$ cat config.mk
export PLATFORM = sky130hd
export DESIGN_NAME = cpu8_move_arith_exec
export DESIGN_NICKNAME = d
export VERILOG_FILES = /design/src/verilog/cpu8_pkg.sv /design/src/verilog/cpu8_alu_if.sv /design/src/verilog/cpu8_alu.sv /design/src/verilog/cpu8_move_arith_exec.sv
export VERILOG_INCLUDE_DIRS = /design/src /design/src/verilog
export SDC_FILE = /design/constraint.sdc
export NUM_CORES = 1
export LEC_CHECK = 0
export ABC_AREA = 0
export BUFFER_PORTS_ARGS = -buffer_cell sky130_fd_sc_hd__buf_2
export CELL_PAD_IN_SITES_DETAIL_PLACEMENT = 1
export CELL_PAD_IN_SITES_GLOBAL_PLACEMENT = 1
export CORE_ASPECT_RATIO = 0.8
export CORE_UTILIZATION = 45
export DETAILED_ROUTE_END_ITERATION = 8
export GPL_ROUTABILITY_DRIVEN = 0
export MAX_ROUTING_LAYER = met4
export PLACE_DENSITY_LB_ADDON = 0.1
export SLEW_MARGIN = 15
export SYNTH_ARGS = -nofsm -noshare
export SYNTH_HDL_FRONTEND = slang
export SYNTH_SLANG_ARGS = --single-unit
$ cat constraint.sdc
create_clock -name clk -period 6.9 [get_ports clk]
set_input_delay 2.07 -clock clk [delete_from_list [all_inputs] [get_ports clk]]
set_output_delay 2.07 -clock clk [all_outputs]
set_load 0.01 [all_outputs]
$ cat src/verilog/cpu8_regs.svh
`ifndef CPU8_REGS_SVH
`define CPU8_REGS_SVH
`define REG_A      3'h0
`define REG_B      3'h1
`define REG_C      3'h2
`define REG_D      3'h3
`define REG_E      3'h4
`define REG_H      3'h5
`define REG_L      3'h6
`define REG_MEM    3'h6
`define PAIR_BC    2'h0
`define PAIR_DE    2'h1
`define PAIR_HL    2'h2
`define PAIR_SP    2'h3
`define OP_STORE_IMM    8'h36
`define OP_LOAD_DIRECT  8'h3a
`define OP_STORE_DIRECT 8'h32
`define OP_LOAD_HL_DIR  8'h2a
`define OP_STORE_HL_DIR 8'h22
`define OP_SWAP         8'heb
`define OP_SP_FROM_HL   8'hf9
`define OP_SUM_IMM      8'hc6
`define OP_SUM_CY_IMM   8'hce
`define OP_DIFF_IMM     8'hd6
`define STATES_COPY     5'h05
`define STATES_SHORT    5'h04
`define STATES_TWO      5'h07
`define STATES_THREE    5'h0a
`define STATES_FOUR     5'h0d
`define STATES_FIVE     5'h10
`define FLAG_RESET      5'h00
`endif

$ cat src/verilog/cpu8_pkg.sv
package cpu8_pkg;
  typedef enum logic [1:0] {
    bus_fetch,
    bus_read,
    bus_write
  } bus_kind_t;
  typedef enum logic [1:0] {
    alu_add,
    alu_adc,
    alu_sub
  } alu_op_t;
  typedef struct packed {
    logic zero;
    logic sign;
    logic parity;
    logic carry_flag;
    logic half_carry_flag;
  } flags_t;
endpackage

$ cat src/verilog/cpu8_alu_if.sv
`timescale 1ns/1ps
interface cpu8_alu_if;
  import cpu8_pkg::*;
  alu_op_t    op;
  logic [7:0] a;
  logic [7:0] b;
  logic       cin;
  logic [7:0] result;
  flags_t     flags;
  modport core (output op, a, b, cin, input result, flags);
  modport alu  (input op, a, b, cin, output result, flags);
endinterface

$ cat src/verilog/cpu8_alu.sv
`timescale 1ns/1ps
module cpu8_alu (
  cpu8_alu_if.alu port_alu
);
  import cpu8_pkg::*;
  wire       sub_mode = (port_alu.op == alu_sub);
  wire       cin_used = (port_alu.op == alu_adc) ? port_alu.cin : 1'b0;
  wire [7:0] b_eff    = sub_mode ? ~port_alu.b : port_alu.b;
  wire       c0       = sub_mode ? 1'b1 : cin_used;
  wire [4:0] low_sum  = {1'b0, port_alu.a[3:0]} + {1'b0, b_eff[3:0]} + {4'h0, c0};
  wire [8:0] full_sum = {1'b0, port_alu.a} + {1'b0, b_eff} + {8'h00, c0};
  assign port_alu.result                = full_sum[7:0];
  assign port_alu.flags.zero            = (full_sum[7:0] == 8'h00);
  assign port_alu.flags.sign            = full_sum[7];
  assign port_alu.flags.parity          = ~^full_sum[7:0];
  assign port_alu.flags.carry_flag      = full_sum[8] ^ sub_mode;
  assign port_alu.flags.half_carry_flag = low_sum[4];
endmodule

$ cat src/verilog/cpu8_move_arith_exec.sv
`timescale 1ns/1ps
`include "cpu8_regs.svh"
module cpu8_move_arith_exec (
  input  wire logic              clk,
  input  wire logic              reset,
  input  wire logic [7:0]        mem_rdata,
  output logic [15:0]            mem_addr,
  output logic [7:0]             mem_wdata,
  output logic                   mem_read,
  output logic                   mem_write,
  output cpu8_pkg::bus_kind_t    mem_kind,
  output logic [7:0]             acc,
  output logic [15:0]            stack_pointer,
  output logic [15:0]            prog_counter,
  output cpu8_pkg::flags_t       flags,
  output logic [15:0]            reg_bc,
  output logic [15:0]            reg_de,
  output logic [15:0]            reg_hl,
  output logic                   instr_done,
  output logic [4:0]             instr_states,
  output logic [2:0]             instr_cycles,
  output logic                   bad_opcode
);
  import cpu8_pkg::*;

  typedef enum logic [2:0] {
    st_fetch,
    st_decode,
    st_byte2,
    st_byte3,
    st_data1,
    st_data2
  } state_t;

  state_t     state;
  logic [7:0] regs [0:7];
  logic [7:0] opcode;
  logic [7:0] lo_byte;
  logic [15:0] addr_work;
  logic [4:0] states_cnt;
  logic [2:0] cycles_cnt;
  cpu8_alu_if alu_bus ();

  cpu8_alu u_alu (
    .port_alu (alu_bus)
  );

  // register field decode
  function automatic logic [7:0] read_reg(input logic [2:0] code);
    read_reg = regs[code];
  endfunction

  // pair field decode to 16-bit value
  function automatic logic [15:0] read_pair(input logic [1:0] pair);
    case (pair)
      `PAIR_BC: read_pair = {regs[`REG_B], regs[`REG_C]};
      `PAIR_DE: read_pair = {regs[`REG_D], regs[`REG_E]};
      `PAIR_HL: read_pair = {regs[`REG_H], regs[`REG_L]};
      default:  read_pair = stack_pointer;
    endcase
  endfunction

  // register codes follow the fixed decode: 000 A, 001 B ... 110 is memory
  wire [2:0] dest_reg_field    = opcode[5:3];
  wire [2:0] src_reg_field     = opcode[2:0];
  wire [1:0] register_pair_field = opcode[5:4];
  wire       src_is_mem        = (src_reg_field == `REG_MEM);
  wire       dest_is_mem       = (dest_reg_field == `REG_MEM);
  wire [15:0] hl_addr          = {regs[`REG_H], regs[`REG_L]};
  wire [7:0] new_op            = mem_rdata;

  wire is_copy      = (opcode[7:6] == 2'b01) && !(dest_is_mem && src_is_mem);
  wire is_imm_byte  = (opcode[7:6] == 2'b00) && (opcode[2:0] == 3'b110);
  wire is_pair_imm  = (opcode[7:6] == 2'b00) && (opcode[3:0] == 4'h1);
  wire is_via_pair  = (opcode[7:6] == 2'b00) && (opcode[2:0] == 3'b010) && !opcode[5];
  wire is_arith_reg = (opcode[7:6] == 2'b10) && (opcode[5:3] == 3'b000 || opcode[5:3] == 3'b001 ||
                      opcode[5:3] == 3'b010);
  wire is_arith_imm = (opcode == `OP_SUM_IMM) || (opcode == `OP_SUM_CY_IMM) || (opcode == `OP_DIFF_IMM);
  wire is_direct    = (opcode == `OP_LOAD_DIRECT) || (opcode == `OP_STORE_DIRECT) ||
                      (opcode == `OP_LOAD_HL_DIR) || (opcode == `OP_STORE_HL_DIR);

  // mapping of register codes to array slots: code 000 (A) goes to slot 7, other codes use their own index, slot 6 is L
  wire [2:0] dst_slot = (dest_reg_field == 3'h0) ? 3'h7 : dest_reg_field;
  wire [2:0] src_slot = (src_reg_field == 3'h0) ? 3'h7 : src_reg_field;

  assign alu_bus.op  = (opcode[7:3] == 5'b10001 || opcode == `OP_SUM_CY_IMM) ? alu_adc :
                       (opcode[7:3] == 5'b10010 || opcode == `OP_DIFF_IMM) ? alu_sub : alu_add;
  assign alu_bus.a   = acc;
  assign alu_bus.cin = flags.carry_flag;
  assign alu_bus.b   = (state == st_decode) ? regs[src_slot] : mem_rdata;

  assign reg_bc = {regs[`REG_B], regs[`REG_C]};
  assign reg_de = {regs[`REG_D], regs[`REG_E]};
  assign reg_hl = hl_addr;
  assign acc    = regs[7];

  // bus request per state
  always_comb begin
    mem_read  = 1'b0;
    mem_write = 1'b0;
    mem_kind  = bus_fetch;
    mem_addr  = prog_counter;
    mem_wdata = 8'h00;
    case (state)
      st_fetch, st_byte2, st_byte3: begin
        mem_read = 1'b1;
      end
      st_data1: begin
        if (opcode == `OP_LOAD_DIRECT || opcode == `OP_LOAD_HL_DIR) begin
          mem_addr = addr_work;
          mem_read = 1'b1;
          mem_kind = bus_read;
        end else if (opcode == `OP_STORE_DIRECT || opcode == `OP_STORE_HL_DIR) begin
          mem_addr  = addr_work;
          mem_write = 1'b1;
          mem_kind  = bus_write;
          mem_wdata = (opcode == `OP_STORE_DIRECT) ? acc : regs[`REG_L];
        end else if (is_via_pair) begin
          mem_addr  = read_pair(register_pair_field);
          mem_read  = opcode[3];
          mem_write = !opcode[3];
          mem_kind  = opcode[3] ? bus_read : bus_write;
          mem_wdata = acc;
        end else if (opcode == `OP_STORE_IMM) begin
          mem_addr  = hl_addr;
          mem_write = 1'b1;
          mem_kind  = bus_write;
          mem_wdata = lo_byte;
        end else if (dest_is_mem) begin
          mem_addr  = hl_addr;
          mem_write = 1'b1;
          mem_kind  = bus_write;
          mem_wdata = read_reg(src_slot);
        end else begin
          mem_addr = hl_addr;
          mem_read = 1'b1;
          mem_kind = bus_read;
        end
      end
      st_data2: begin
        mem_addr  = addr_work + 16'h0001;
        mem_read  = (opcode == `OP_LOAD_HL_DIR);
        mem_write = (opcode == `OP_STORE_HL_DIR);
        mem_kind  = mem_write ? bus_write : bus_read;
        mem_wdata = regs[`REG_H];
      end
      default: begin
        mem_read = 1'b0;
      end
    endcase
    if (state == st_byte2 || state == st_byte3) begin
      mem_kind = bus_read;
    end
  end

  task automatic finish(input logic [4:0] st, input logic [2:0] cy);
    state        <= st_fetch;
    instr_done   <= 1'b1;
    instr_states <= st;
    instr_cycles <= cy;
  endtask

  always_ff @(posedge clk) begin
    instr_done <= 1'b0;
    if (reset) begin
      state         <= st_fetch;
      opcode        <= 8'h00;
      lo_byte       <= 8'h00;
      addr_work     <= 16'h0000;
      prog_counter  <= 16'h0000;
      stack_pointer <= 16'h0000;
      flags         <= `FLAG_RESET;
      instr_states  <= 5'h00;
      instr_cycles  <= 3'h0;
      bad_opcode    <= 1'b0;
      for (int i = 0; i < 8; i++) begin
        regs[i] <= 8'h00;
      end
    end else begin
      case (state)
        st_fetch: begin
          opcode       <= new_op;
          prog_counter <= prog_counter + 16'h0001;
          state        <= st_decode;
        end
        st_decode: begin
          bad_opcode <= 1'b0;
          if (opcode == `OP_SWAP) begin
            regs[`REG_D] <= regs[`REG_H];
            regs[`REG_E] <= regs[`REG_L];
            regs[`REG_H] <= regs[`REG_D];
            regs[`REG_L] <= regs[`REG_E];
            finish(`STATES_SHORT, 3'h1);
          end else if (opcode == `OP_SP_FROM_HL) begin
            stack_pointer <= hl_addr;
            finish(`STATES_COPY, 3'h1);
          end else if (is_copy && !src_is_mem && !dest_is_mem) begin
            regs[dst_slot] <= read_reg(src_slot);
            finish(`STATES_COPY, 3'h1);
          end else if (is_arith_reg && !src_is_mem) begin
            regs[7] <= alu_bus.result;
            flags   <= alu_bus.flags;
            finish(`STATES_SHORT, 3'h1);
          end else if (is_copy || is_arith_reg || is_via_pair) begin
            state <= st_data1;
          end else if (is_imm_byte || is_pair_imm || is_direct || is_arith_imm) begin
            state <= st_byte2;
          end else begin
            bad_opcode <= 1'b1;
            state      <= st_fetch;
          end
        end
        st_byte2: begin
          prog_counter <= prog_counter + 16'h0001;
          lo_byte      <= mem_rdata;
          if (is_arith_imm) begin
            regs[7] <= alu_bus.result;
            flags   <= alu_bus.flags;
            finish(`STATES_TWO, 3'h2);
          end else if (opcode == `OP_STORE_IMM) begin
            state <= st_data1;
          end else if (is_imm_byte) begin
            regs[dst_slot] <= mem_rdata;
            finish(`STATES_TWO, 3'h2);
          end else begin
            state <= st_byte3;
          end
        end
        st_byte3: begin
          prog_counter <= prog_counter + 16'h0001;
          if (is_pair_imm) begin
            case (register_pair_field)
              `PAIR_BC: {regs[`REG_B], regs[`REG_C]} <= {mem_rdata, lo_byte};
              `PAIR_DE: {regs[`REG_D], regs[`REG_E]} <= {mem_rdata, lo_byte};
              `PAIR_HL: {regs[`REG_H], regs[`REG_L]} <= {mem_rdata, lo_byte};
              default: stack_pointer <= {mem_rdata, lo_byte};
            endcase
            finish(`STATES_THREE, 3'h3);
          end else begin
            addr_work <= {mem_rdata, lo_byte};
            state     <= st_data1;
          end
        end
        st_data1: begin
          if (opcode == `OP_LOAD_DIRECT) begin
            regs[7] <= mem_rdata;
            finish(`STATES_FOUR, 3'h4);
          end else if (opcode == `OP_STORE_DIRECT) begin
            finish(`STATES_FOUR, 3'h4);
          end else if (opcode == `OP_LOAD_HL_DIR) begin
            regs[`REG_L] <= mem_rdata;
            state        <= st_data2;
          end else if (opcode == `OP_STORE_HL_DIR) begin
            state <= st_data2;
          end else if (is_via_pair) begin
            if (opcode[3]) begin
              regs[7] <= mem_rdata;
            end
            finish(`STATES_TWO, 3'h2);
          end else if (opcode == `OP_STORE_IMM) begin
            finish(`STATES_THREE, 3'h3);
          end else if (is_arith_reg) begin
            regs[7] <= alu_bus.result;
            flags   <= alu_bus.flags;
            finish(`STATES_TWO, 3'h2);
          end else if (dest_is_mem) begin
            finish(`STATES_TWO, 3'h2);
          end else begin
            regs[dst_slot] <= mem_rdata;
            finish(`STATES_TWO, 3'h2);
          end
        end
        st_data2: begin
          if (opcode == `OP_LOAD_HL_DIR) begin
            regs[`REG_H] <= mem_rdata;
          end
          finish(`STATES_FIVE, 3'h5);
        end
        default: begin
          state <= st_fetch;
        end
      endcase
    end
  end

  // transfers never touch flags
  property p_transfer_keeps_flags;
    @(posedge clk) disable iff (reset)
      (state == st_decode && (is_copy || opcode == `OP_SWAP || opcode == `OP_SP_FROM_HL || is_imm_byte ||
                              is_pair_imm || is_via_pair || is_direct)) |=>
        $stable(flags);
  endproperty
  a_transfer_keeps_flags: assert property (p_transfer_keeps_flags) else $error("flags moved on transfer");

  property p_swap;
    @(posedge clk) disable iff (reset)
      (state == st_decode && opcode == `OP_SWAP) |=> (reg_hl == $past(reg_de)) && (reg_de == $past(reg_hl));
  endproperty
  a_swap: assert property (p_swap) else $error("swap wrong");

  property p_sp_load;
    @(posedge clk) disable iff (reset)
      (state == st_decode && opcode == `OP_SP_FROM_HL) |=> stack_pointer == $past(reg_hl);
  endproperty
  a_sp_load: assert property (p_sp_load) else $error("stack pointer not from hl");

  property p_zero_flag;
    @(posedge clk) disable iff (reset)
      (state == st_decode && is_arith_reg && !src_is_mem) |=> flags.zero == (acc == 8'h00);
  endproperty
  a_zero_flag: assert property (p_zero_flag) else $error("zero flag wrong");

  property p_parity_flag;
    @(posedge clk) disable iff (reset)
      (state == st_decode && is_arith_reg && !src_is_mem) |=> flags.parity == ~^acc;
  endproperty
  a_parity_flag: assert property (p_parity_flag) else $error("parity flag wrong");

  property p_sub_borrow;
    @(posedge clk) disable iff (reset)
      (state == st_decode && opcode[7:3] == 5'b10010 && !src_is_mem) |=>
        flags.carry_flag == ($past(acc) < $past(regs[src_slot]));
  endproperty
  a_sub_borrow: assert property (p_sub_borrow) else $error("borrow flag wrong");

  property p_copy_states;
    @(posedge clk) disable iff (reset)
      (state == st_decode && is_copy && !src_is_mem && !dest_is_mem) |=>
        instr_done && instr_states == `STATES_COPY && instr_cycles == 3'h1;
  endproperty
  a_copy_states: assert property (p_copy_states) else $error("copy timing wrong");

  property p_hl_direct_load;
    @(posedge clk) disable iff (reset)
      (state == st_byte3 && opcode == `OP_LOAD_HL_DIR) ##1 mem_read ##1 mem_read |=>
        instr_done && instr_states == `STATES_FIVE && regs[`REG_H] == $past(mem_rdata);
  endproperty
  a_hl_direct_load: assert property (p_hl_direct_load) else $error("direct hl load wrong");
endmodule

==> results.tsv, run 1 <==
stage	metric	value	unit
die	core footprint	22600	um^2
routing	max layer used	met4	
clock_tree	H-Tree Level Count	4	
timing	Setup Viol. Count Final	0	
setup_path	slowest stage delay, CP	980	ps
setup_path	CP Capture Type	output pin	
clock_tree	cts bufs inserted	17	
placed_design	dpl cells	1663	
hold_path	min-delay worst type	register to register	
layout	commonest non-fill, non-tap cell in the layout	nand2_1	
pwr	PwrDens	243	nW/um^2
routing	1st-pass router iterations	9	
setup_path	slowest CP cell	dfxtp_2	
global_routing	pin count of the biggest net entering global routing	58	
layout	Reg area	2750	um^2
pwr	Max VDD drop	0.000186	V
routing	drt drc	14	
setup_path	reg2reg setup slack	1900	ps
timing	Final Cycle Share	80.2	%
placed_design	PortBufs	140	
layout	commonest cells after routing, fill and taps aside	166 x nand2_1, 139 x buf_2, 135 x nor2_1	
die	die extent in y	138	um
hold_path	Worst Hold End	instr_cycles[2]	
synth	Syn Inst Count	1351	
routing	Routed wire per std cell	27.2	um
synth	Avg Inst Size Synth	7.68	um^2
routing	Antenna Violating Nets Remaining	0	
synth	Syn Nets	1376	
synth	Post-synth EDFFs	0	
layout	area of the multi-input gates	6670	um^2
hold_path	Hold Crit Depth	2	
synth	Syn Std Cell Area	10400	um^2
clock_tree	root buffer selected by CTS	clkbuf_16	
setup_path	crit-path max FO	43	
routing	met3 wire len	5280	um
timing	Clock Skew	14.6	ps
global_routing	Overall Global Routing Usage	40.7	%
clock_tree	CTS-repair resized insts	0	
clock_tree	# hold bufs at CTS	0	
clock_tree	Clock Tree Buf Depth	2	
synth	Async SR Flop Fraction	0	%
outcome	failing checks	DRC	
timing	fin crit period	5530	ps
setup_path	r2r worst-path depth	17	
routing	vias per cell	6.71	
synth	Yosys reg bits	137	
routing	Initial DRC Count	1543	
synth	sequential share of the synthesized area	26.4	%
die	IO Count	141	
synth	Yosys cell types	91	
setup_path	crit path cell chain	nor3b_2 -> nand2_1 -> o21ai_1 -> a221oi_1 -> a22o_1 -> buf_2	
placed_design	Post-DP HPWL	32300	um
die	num rows	49	
timing	RSZ-0062 raised after global routing	no	
layout	Fill cells	2860	
clock_tree	Worst-Skew Late Latency	460	ps
setup_path	critical path class	register to output pin	
outcome	status	finished with violations	
layout	Finished Layout Cells	1696	
routing	drt total wl	46100	um
layout	Area Overhead vs Synth	9.51	%
synth	Synth Warn #	0	
clock_tree	post-CTS setup buffer count	0	
pwr	Leak Pwr	0.00425	uW
timing	Worst-Margin Slew	1160	ps
die	Die W	172	um
clock_tree	CTS sink cnt	137	
routing	vias	11400	
setup_path	WP data arrival	3460	ps
die	die area	23700	um^2
hold_path	Hold Startpoint	instr_cycles[2]	
timing	max_slew headroom	22.1	%
global_routing	number of global-route vias before repair	10800	
routing	M1 wire length	19000	um
layout	layout cells sized above 1	18.3	%
job	Max-cap violations	0	
global_routing	global-route wire length before repair	68700	um
clock_tree	CTS tree	built	
routing	metal2 WL	19500	um
synth	ys flop type	dfxtp_1	
setup_path	r2r startpoint	opcode[2]	
die	Starting Density	46.0	%
clock_tree	CTS clk-pin slew, worst paths	70	ps
global_routing	gr ovfl total	0	
timing	max-slew violation count	0	
timing	fmax	181	MHz
timing	total negative setup slack	0	ps
setup_path	Worst setup SP type	register	
setup_path	FF-to-FF End	flags[2]	
layout	fin nets	1401	
setup_path	Critical Path RT	4830	ps
global_routing	initial antenna violation count	0	
timing	endpoints failing hold	0	
[final cells by class]
class	instances	share of cell area [%]
inverter	20	0.661
clock buffer	18	3.78
multi-input combinational	1033	58.7
clock inverter	14	1.35
sequential	137	24.2
timing repair buffer	167	7.97
antenna	1	0.0220
tap	306	3.37
[cell usage after synthesis, types with 19 or more instances]
cell | count | area (um^2)
buf_4 | 65 | 488
dfxtp_1 | 137 | 2740
inv_1 | 19 | 71.3
a311oi_1 | 21 | 184
clkbuf_1 | 50 | 188
o2bb2ai_1 | 24 | 210
o21ai_0 | 78 | 390
o22ai_1 | 19 | 119
nand2_1 | 166 | 623
nor2_1 | 136 | 510
nor3_1 | 28 | 140
mux2i_1 | 75 | 751
buf_2 | 35 | 175
a21oi_1 | 111 | 556
xnor2_1 | 36 | 315
a22oi_1 | 22 | 165
[metal layers]
| metal | up-vias | global-route usage (%) |
|---|---|---|
| met3 | 165 | 8.91 |
| met1 | 5511 | 54.0 |
| li1 | 4962 | - |
| met5 | - | - |
| met2 | 743 | 58.0 |
| met4 | 0 | 20.4 |
[power breakdown]
part	switching, uW	total [uW]	internal (uW)
Combinational	559	878	319
Sequential	98.5	928	830
Clock	447	959	512
[critical path, delay by kind of cell, from the launching register on]
kind	cells	cell delay [ps]
buf+inv	1	150
flops	1	980
compound gates	3	990
simple gates	2	880
[worst max path at each step]
stage | start | to | slack [ps] | cells after the start
2_1_floorplan | mem_rdata[0] | flags[2] | 2070 | 13
3_3_place_gp | mem_rdata[0] | flags[2] | 1760 | 13
3_5_place_dp | mem_rdata[0] | flags[2] | 1710 | 13
4_1_cts | opcode[2] | mem_wdata[6] | 1460 | 6
5_1_grt | opcode[2] | mem_wdata[6] | 1210 | 6
6_report | opcode[2] | mem_wdata[6] | 1370 | 6
[sequential cells by signal, summed over array words and instances (netlist names)]
signal         flops
addr_work         16
prog_counter      16
reg_bc            16
reg_de            16
reg_hl            16
stack_pointer     16
acc                8
lo_byte            8
opcode             8
instr_states       5
flags              4
state              3
instr_cycles       2
alu_bus.cin        1
bad_opcode         1
instr_done         1
[logic make-up after synthesis]
family / count (synthesis) / synth area share [%]
and+or+nand+nor: 463 / 21.5
AOI/OAI and AO/OA: 417 / 27.1
DFF: 137 / 26.4
muxes: 92 / 9.62
xor gates and xnor gates: 46 / 3.88
adders and majority gates: 15 / 1.95
buffers and inverters: 181 / 9.48
[stage by stage]
step	power (uW)	setup slack (ps)	hold WS (ps)	utilization (%)	area, um^2
4_1_cts	2730	1460	461	50.4	11400
3_5_place_dp	1780	1710	451	47.8	10800
5_1_grt	2860	1210	477	50.4	11400
3_3_place_gp	1770	1760	440	47.8	10800
6_report	2770	1370	460	50.4	11400
2_1_floorplan	1530	2070	457	-	10400
Note: power is estimated with default switching activity, not from simulation.
==> run 2, diff against run 1 <==
--- a/config.mk
+++ b/config.mk
@@ -11,7 +11,7 @@
 export CELL_PAD_IN_SITES_DETAIL_PLACEMENT = 1
 export CELL_PAD_IN_SITES_GLOBAL_PLACEMENT = 1
 export CORE_ASPECT_RATIO = 0.8
-export CORE_UTILIZATION = 45
+export CORE_UTILIZATION = 39
 export DETAILED_ROUTE_END_ITERATION = 8
 export GPL_ROUTABILITY_DRIVEN = 0
 export MAX_ROUTING_LAYER = met4
==> constraint.sdc (replaced) <==
create_clock -name clk -period 4.95 [get_ports clk]
set_input_delay 1.485 -clock clk [delete_from_list [all_inputs] [get_ports clk]]
set_output_delay 1.485 -clock clk [all_outputs]
set_load 0.01 [all_outputs]
==> run 2 against run 1 <==
Net effect:
- the flow now finishes without violations
- clock-buffer cell count is 2 higher
- critical endpoint is now mem_wdata[4]
- core utilization is 5.6 points lower
- wire length is 7.4% higher
- first-iteration DRC count is 8.1% lower
- die area is 15% higher
==> results.tsv, run 2 (same netlist as run 1, synthesis figures left out) <==
stage	metric	value	unit	change
placed_design	dpl ws	491	ps	was 1710 ps
layout	commonest cells after routing, fill and taps aside	166 x nand2_1, 139 x buf_2, 134 x nor2_1, 134 x dfxtp_1, 110 x a21oi_1		was 166 x nand2_1, 139 x buf_2, 135 x nor2_1
setup_path	CP Capture Type	output pin		unchanged
clock_tree	Worst-Skew Late Latency	460	ps	about the same
placed_design	Post-DP HPWL	36100	um	was 32300 um
clock_tree	# hold bufs at CTS	0		unchanged
timing	Final Cycle Share	94.8	%	
routing	Initial DRC Count	1418		was 1543
global_routing	global-route wire length before repair	72300	um	was 68700 um
timing	fin crit period	4690	ps	
routing	drt drc	0		was 14
die	die area	27300	um^2	was 23700 um^2
setup_path	Worst setup SP type	register		unchanged
pwr	Leak Pwr	0.00446	uW	was 0.00425 uW
layout	commonest non-fill, non-tap cell in the layout	nand2_1		unchanged
job	Max-cap violations	0		unchanged
clock_tree	post-CTS setup buffer count	0		unchanged
routing	drt total wl	49500	um	was 46100 um
clock_tree	H-Tree Level Count	4		unchanged
routing	Antenna Violating Nets Remaining	0		unchanged
layout	Util after Layout	44.8	%	was 50.4%
timing	Worst-Margin Slew	1270	ps	was 1160 ps
setup_path	crit-path max FO	16		was 43
hold_path	min-delay worst type	register to register		unchanged
layout	diode count	0		was 1
placed_design	PortBufs	140		unchanged
pwr	total chip power	3930	uW	was 2770 uW
die	Die W	184	um	was 172 um
die	Starting Density	39.6	%	was 46.0%
setup_path	critical path class	register to output pin		unchanged
global_routing	Overall Global Routing Usage	37.3	%	was 40.7%
timing	fmax	213	MHz	
hold_path	Hold Startpoint	bad_opcode		was instr_cycles[2]
layout	Area Overhead vs Synth	13.0	%	was 9.51%
timing	Setup Viol. Count Final	0		unchanged
timing	endpoints failing hold	0		unchanged
timing	Final WS setup	256	ps	was 1370 ps
timing	RSZ-0062 raised after global routing	no		unchanged
global_routing	pin count of the biggest net entering global routing	76		was 58
timing	max-slew violation count	0		unchanged
layout	area of the multi-input gates	6670	um^2	about the same
clock_tree	CTS sink cnt	137		unchanged
setup_path	Critical Path RT	3460	ps	was 4830 ps
clock_tree	CTS clk-pin slew, worst paths	70	ps	about the same
routing	1st-pass router iterations	7		was 9
setup_path	r2r startpoint	opcode[2]		unchanged
global_routing	gr ovfl total	0		unchanged
global_routing	number of global-route vias before repair	11000		was 10800
setup_path	WP data arrival	3210	ps	was 3460 ps
clock_tree	CTS-repair resized insts	0		unchanged
setup_path	CP Launch Point	opcode[1]		was opcode[2]
clock_tree	root buffer selected by CTS	clkbuf_16		unchanged
clock_tree	CTS tree	built		unchanged
die	num rows	53		was 49
clock_tree	cts bufs inserted	17		unchanged
die	die extent in y	148	um	was 138 um
timing	Clock Skew	18.9	ps	was 14.6 ps
layout	Reg area	2750	um^2	unchanged
die	IO Count	141		unchanged
timing	total negative setup slack	0	ps	unchanged
pwr	PwrDens	335	nW/um^2	was 243 nW/um^2
routing	vias	11400		about the same
routing	Routed wire per std cell	27.8	um	was 27.2 um
timing	max_slew headroom	14.7	%	was 22.1%
outcome	status	completed		was finished with violations
layout	layout cells sized above 1	20.5	%	was 18.3%
timing	Fin Hold WS	450	ps	was 460 ps
clock_tree	Clock Tree Buf Depth	2		unchanged
layout	fin nets	1440		was 1401
layout	Fill cells	3234		was 2860
global_routing	initial antenna violation count	0		unchanged
die	core footprint	26200	um^2	was 22600 um^2
pwr	Max VDD drop	0.000247	V	was 0.000186 V
routing	vias per cell	6.40		was 6.71
-- run 2: area by class of cell --
type                       instances  area share, %
timing repair buffer             206           10.2
multi-input combinational       1033           56.9
sequential                       137           23.4
clock buffer                      20           3.89
inverter                          20          0.640
clock inverter                    11           1.15
tap                              357           3.81
-- run 2: per-stage QoR --
stage	instance area, um^2	std cells
6_report	11700	1784
5_1_grt	11700	1784
4_1_cts	11700	1784
3_5_place_dp	11100	1753
3_3_place_gp	11100	1753
2_1_floorplan	10400	1351
-- run 2: power breakdown --
group | internal (uW) | switching, uW
Clock | 775 | 584
Sequential | 1160 | 129
Combinational | 468 | 815
Total | 2400 | 1530
-- run 2: metal layers --
metal | track usage (%) | wire length [um] | vias up
li1 | - | - | 5034
met2 | 54.8 | 21400 | 602
met4 | 14.1 | 1820 | 0
met1 | 49.1 | 21300 | 5660
met5 | - | 0 | -
met3 | 8.97 | 4970 | 119
-- run 2: worst paths after layout --
check	to	slack (ps)	cells past startpoint
hold reg to reg	bad_opcode	450	2
setup reg to reg	flags[2]	420	15
setup / recovery	mem_wdata[4]	260	9
hold / removal	bad_opcode	450	2
-- run 2: worst max-delay path, stage by stage (launching register included) --
cell and delay, ps:
dfxtp_1 750, buf_4 280, mux4_2 500, mux2i_1 230, buf_4 270, nor2_1 60, a21oi_1 130, o22ai_1 100
a32o_1 290, buf_2 140
==> run 3, diff against run 2 <==
--- a/config.mk
+++ b/config.mk
@@ -12,11 +12,14 @@
 export CELL_PAD_IN_SITES_GLOBAL_PLACEMENT = 1
 export CORE_ASPECT_RATIO = 0.8
 export CORE_UTILIZATION = 39
+export CTS_CLUSTER_SIZE = 28
 export DETAILED_ROUTE_END_ITERATION = 8
 export GPL_ROUTABILITY_DRIVEN = 0
+export GPL_TIMING_DRIVEN = 0
 export MAX_ROUTING_LAYER = met4
 export PLACE_DENSITY_LB_ADDON = 0.1
 export SLEW_MARGIN = 15
 export SYNTH_ARGS = -nofsm -noshare
 export SYNTH_HDL_FRONTEND = slang
+export SYNTH_HIERARCHICAL = 1
 export SYNTH_SLANG_ARGS = --single-unit
==> run 3 against run 2 <==
Net effect:
- critical path depth unchanged
- global-route usage grew 3.0 points
- critical endpoint is now mem_wdata[5]
- highest routed layer unchanged
- cell count up 12%
- core utilization increased by 2.1 points
- largest power group is now combinational cells
- register-to-register slack worse by 360 ps
==> results.tsv, run 3 <==
stage	metric	value	unit	change
die	num rows	54		was 53
synth	ys flop type	dfxtp_1		unchanged
timing	fin crit period	4890	ps	was 4690 ps
layout	Finished Layout Cells	2006		was 1784
timing	max-slew violation count	0		unchanged
global_routing	global-route wire length before repair	84200	um	was 72300 um
job	Max-cap violations	0		unchanged
clock_tree	post-CTS setup buffer count	0		unchanged
die	Die W	190	um	was 184 um
routing	vias	13500		was 11400
clock_tree	H-Tree Level Count	4		unchanged
clock_tree	cts bufs inserted	17		unchanged
synth	Async SR Flop Fraction	0	%	unchanged
synth	top post-synthesis cells by count	191 x nand2_1, 137 x dfxtp_1, 127 x nor2_1		was 166 x nand2_1, 137 x dfxtp_1, 136 x nor2_1
setup_path	slowest stage delay, CP	530	ps	was 750 ps
clock_tree	CTS-repair resized insts	0		unchanged
setup_path	crit-path max FO	10		was 16
clock_tree	Clock Tree Buf Depth	2		unchanged
setup_path	r2r worst-path depth	16		was 15
timing	Clock Skew	12.0	ps	was 18.9 ps
routing	1st-pass router iterations	6		was 7
setup_path	slowest CP cell	clkbuf_1		was dfxtp_1
hold_path	Worst Hold End	stack_pointer[5]		was bad_opcode
setup_path	critical path class	register to output pin		unchanged
setup_path	CP Capture Type	output pin		unchanged
timing	max_slew headroom	17.9	%	was 14.7%
synth	Post-synth EDFFs	0		unchanged
routing	Antenna Violating Nets Remaining	0		unchanged
setup_path	WP data arrival	3410	ps	was 3210 ps
setup_path	reg2reg setup slack	60	ps	was 420 ps
global_routing	pin count of the biggest net entering global routing	17		was 76
global_routing	Overall Global Routing Usage	40.3	%	was 37.3%
pwr	Max VDD drop	0.000252	V	was 0.000247 V
timing	Fin Hold WS	494	ps	was 450 ps
clock_tree	root buffer selected by CTS	clkbuf_16		unchanged
routing	drt drc	0		unchanged
pwr	Leak Pwr	0.00478	uW	was 0.00446 uW
placed_design	Post-DP HPWL	42900	um	was 36100 um
synth	largest area contributor in the netlist	dfxtp_1		unchanged
die	IO Count	141		unchanged
synth	Yosys cell types	80		was 91
synth	most common cell in the netlist	nand2_1		unchanged
timing	Final Cycle Share	98.8	%	was 94.8%
layout	commonest non-fill, non-tap cell in the layout	nand2_1		unchanged
layout	fin nets	1652		was 1440
synth	Yosys reg bits	137		unchanged
global_routing	gr ovfl total	0		unchanged
routing	Routed wire per std cell	28.6	um	was 27.8 um
pwr	total chip power	4150	uW	was 3930 uW
hold_path	Hold Startpoint	stack_pointer[5]		was bad_opcode
clock_tree	Worst-Skew Late Latency	460	ps	about the same
timing	endpoints failing hold	0		unchanged
synth	share of the synthesized area in the top cell type	24.9	%	was 26.4%
routing	drt total wl	57400	um	was 49500 um
placed_design	PortBufs	140		unchanged
layout	Area Overhead vs Synth	17.2	%	was 13.0%
synth	Synth Warn #	6		was 0
die	Starting Density	40.0	%	was 39.6%
setup_path	Worst path most repeated cell	buf_2		was buf_4
clock_tree	# hold bufs at CTS	0		unchanged
setup_path	r2r startpoint	opcode[0]		was opcode[2]
timing	Worst-Margin Slew	1230	ps	was 1270 ps
setup_path	FF-to-FF End	acc[7]		was flags[2]
synth	Avg Inst Size Synth	7.49	um^2	was 7.68 um^2
clock_tree	CTS tree	built		unchanged
timing	Setup Viol. Count Final	0		unchanged
placed_design	dpl cells	1973		was 1753
global_routing	initial antenna violation count	2		was 0
setup_path	Critical Path RT	3460	ps	about the same
layout	Fill cells	3506		was 3234
layout	commonest cells after routing, fill and taps aside	191 x nand2_1, 170 x buf_2, 137 x dfxtp_1		was 166 x nand2_1, 139 x buf_2, 134 x nor2_1, 134 x dfxtp_1, 110 x a21oi_1
timing	fmax	204	MHz	was 213 MHz
die	die extent in y	152	um	was 148 um
clock_tree	CTS sink cnt	137		unchanged
outcome	status	completed		unchanged
die	die area	28900	um^2	was 27300 um^2
die	core footprint	27500	um^2	was 26200 um^2
timing	RSZ-0062 raised after global routing	yes		was no
setup_path	crit path cell chain	buf_4 -> buf_2 -> nand2_1 -> nor3_1 -> clkbuf_1 -> a221oi_1 -> o21ai_0 -> a22o_1 -> buf_2		was buf_4 -> mux4_2 -> mux2i_1 -> buf_4 -> nor2_1 -> a21oi_1 -> o22ai_1 -> a32o_1 -> buf_2
pwr	PwrDens	322	nW/um^2	was 335 nW/um^2
synth	Syn Nets	1494		was 1376
hold_path	Hold Crit Depth	2		unchanged
synth	Syn Inst Count	1469		was 1351
setup_path	Worst setup SP type	register		unchanged
clock_tree	CTS clk-pin slew, worst paths	60	ps	was 70 ps
hold_path	min-delay worst type	register to register		unchanged
routing	vias per cell	6.73		was 6.40
layout	layout cells sized above 1	19.4	%	was 20.5%
synth	Synth area leaders	dfxtp_1 25%, mux2i_1 7.3%, nand2_1 6.5%, a21oi_1 5.4%, buf_4 4.5%		was dfxtp_1 26%, mux2i_1 7.2%, nand2_1 6.0%, a21oi_1 5.4%, nor2_1 4.9%
routing	Initial DRC Count	1631		was 1418
synth	sequential share of the synthesized area	24.9	%	was 26.4%
global_routing	number of global-route vias before repair	13000		was 11000
synth	Syn Std Cell Area	11000	um^2	was 10400 um^2
-- run 3: how the worst max path moves through the flow --
stage                             from      endpoint  slack [ps]
after global routing         opcode[1]        acc[7]        -140
after CTS                    opcode[2]        acc[7]          20
after global placement    mem_rdata[0]      flags[2]         -90
after floorplan           mem_rdata[4]        acc[7]         850
final                        opcode[5]  mem_wdata[5]          60
after detailed placement  mem_rdata[7]        acc[7]        -190
-- run 3: power breakdown --
part | total (uW) | switching (uW) | leakage (uW) | internal [uW]
Clock | 1430 | 572 | 0.000307 | 860
Sequential | 1280 | 122 | 0.00111 | 1160
Combinational | 1440 | 929 | 0.00336 | 515
-- run 3: cell families (layout without fill, tap and decap cells) --
family	after synthesis	after routing	synth area share, %
AND/OR/NAND/NOR	501	501	21.5
AO/OA/AOI/OAI	483	483	30.5
buffers and inverters	199	370	9.60
flip-flops	137	137	24.9
multiplexers	82	82	7.48
XOR/XNOR	52	52	4.14
adder cells (fa/ha/maj)	15	15	1.84
other	0	2	0
-- run 3: final cells by class --
class | instances | area (um^2) | area share, %
diodes | 2 | 5.00 | 0.0388
plain buffers | 178 | 982 | 7.62
clock buffers | 18 | 439 | 3.41
clock inverters | 14 | 194 | 1.50
inverters | 20 | 75.1 | 0.582
multi-input cells | 1133 | 7300 | 56.6
flip-flops and latches | 137 | 2740 | 21.3
well taps | 364 | 455 | 3.53
repair buffers | 140 | 701 | 5.43
-- run 3: per-stage QoR --
step           area [um^2]  setup TNS [ps]  utilization (%)  worst slack (ps)
2_1_floorplan        11000               0                -               847
3_3_place_gp         12200            -178             44.2             -89.4
3_5_place_dp         12200            -324             44.2              -194
4_1_cts              12800               0             46.5              22.8
5_1_grt              12900            -246             46.9              -140
6_report             12900               0             46.9              58.0
-- run 3: worst max-delay path: cells and delay by family (launching register included) --
| family | cells | cell delay [ps] |
|---|---|---|
| compound gates | 3 | 560 |
| simple gates | 2 | 880 |
| buf+inv | 4 | 1160 |
| flops | 1 | 320 |
-- run 3: routing by layer --
metal / wire (um) / vias to the layer above / track usage, % / share of wire, %
met5: 0 / - / - / 0
met4: 2860 / 0 / 16.2 / 5.0
met3: 6710 / 246 / 8.96 / 12
met2: 23800 / 949 / 57.9 / 41
met1: 24000 / 6566 / 54.1 / 42
li1: - / 5748 / - / -
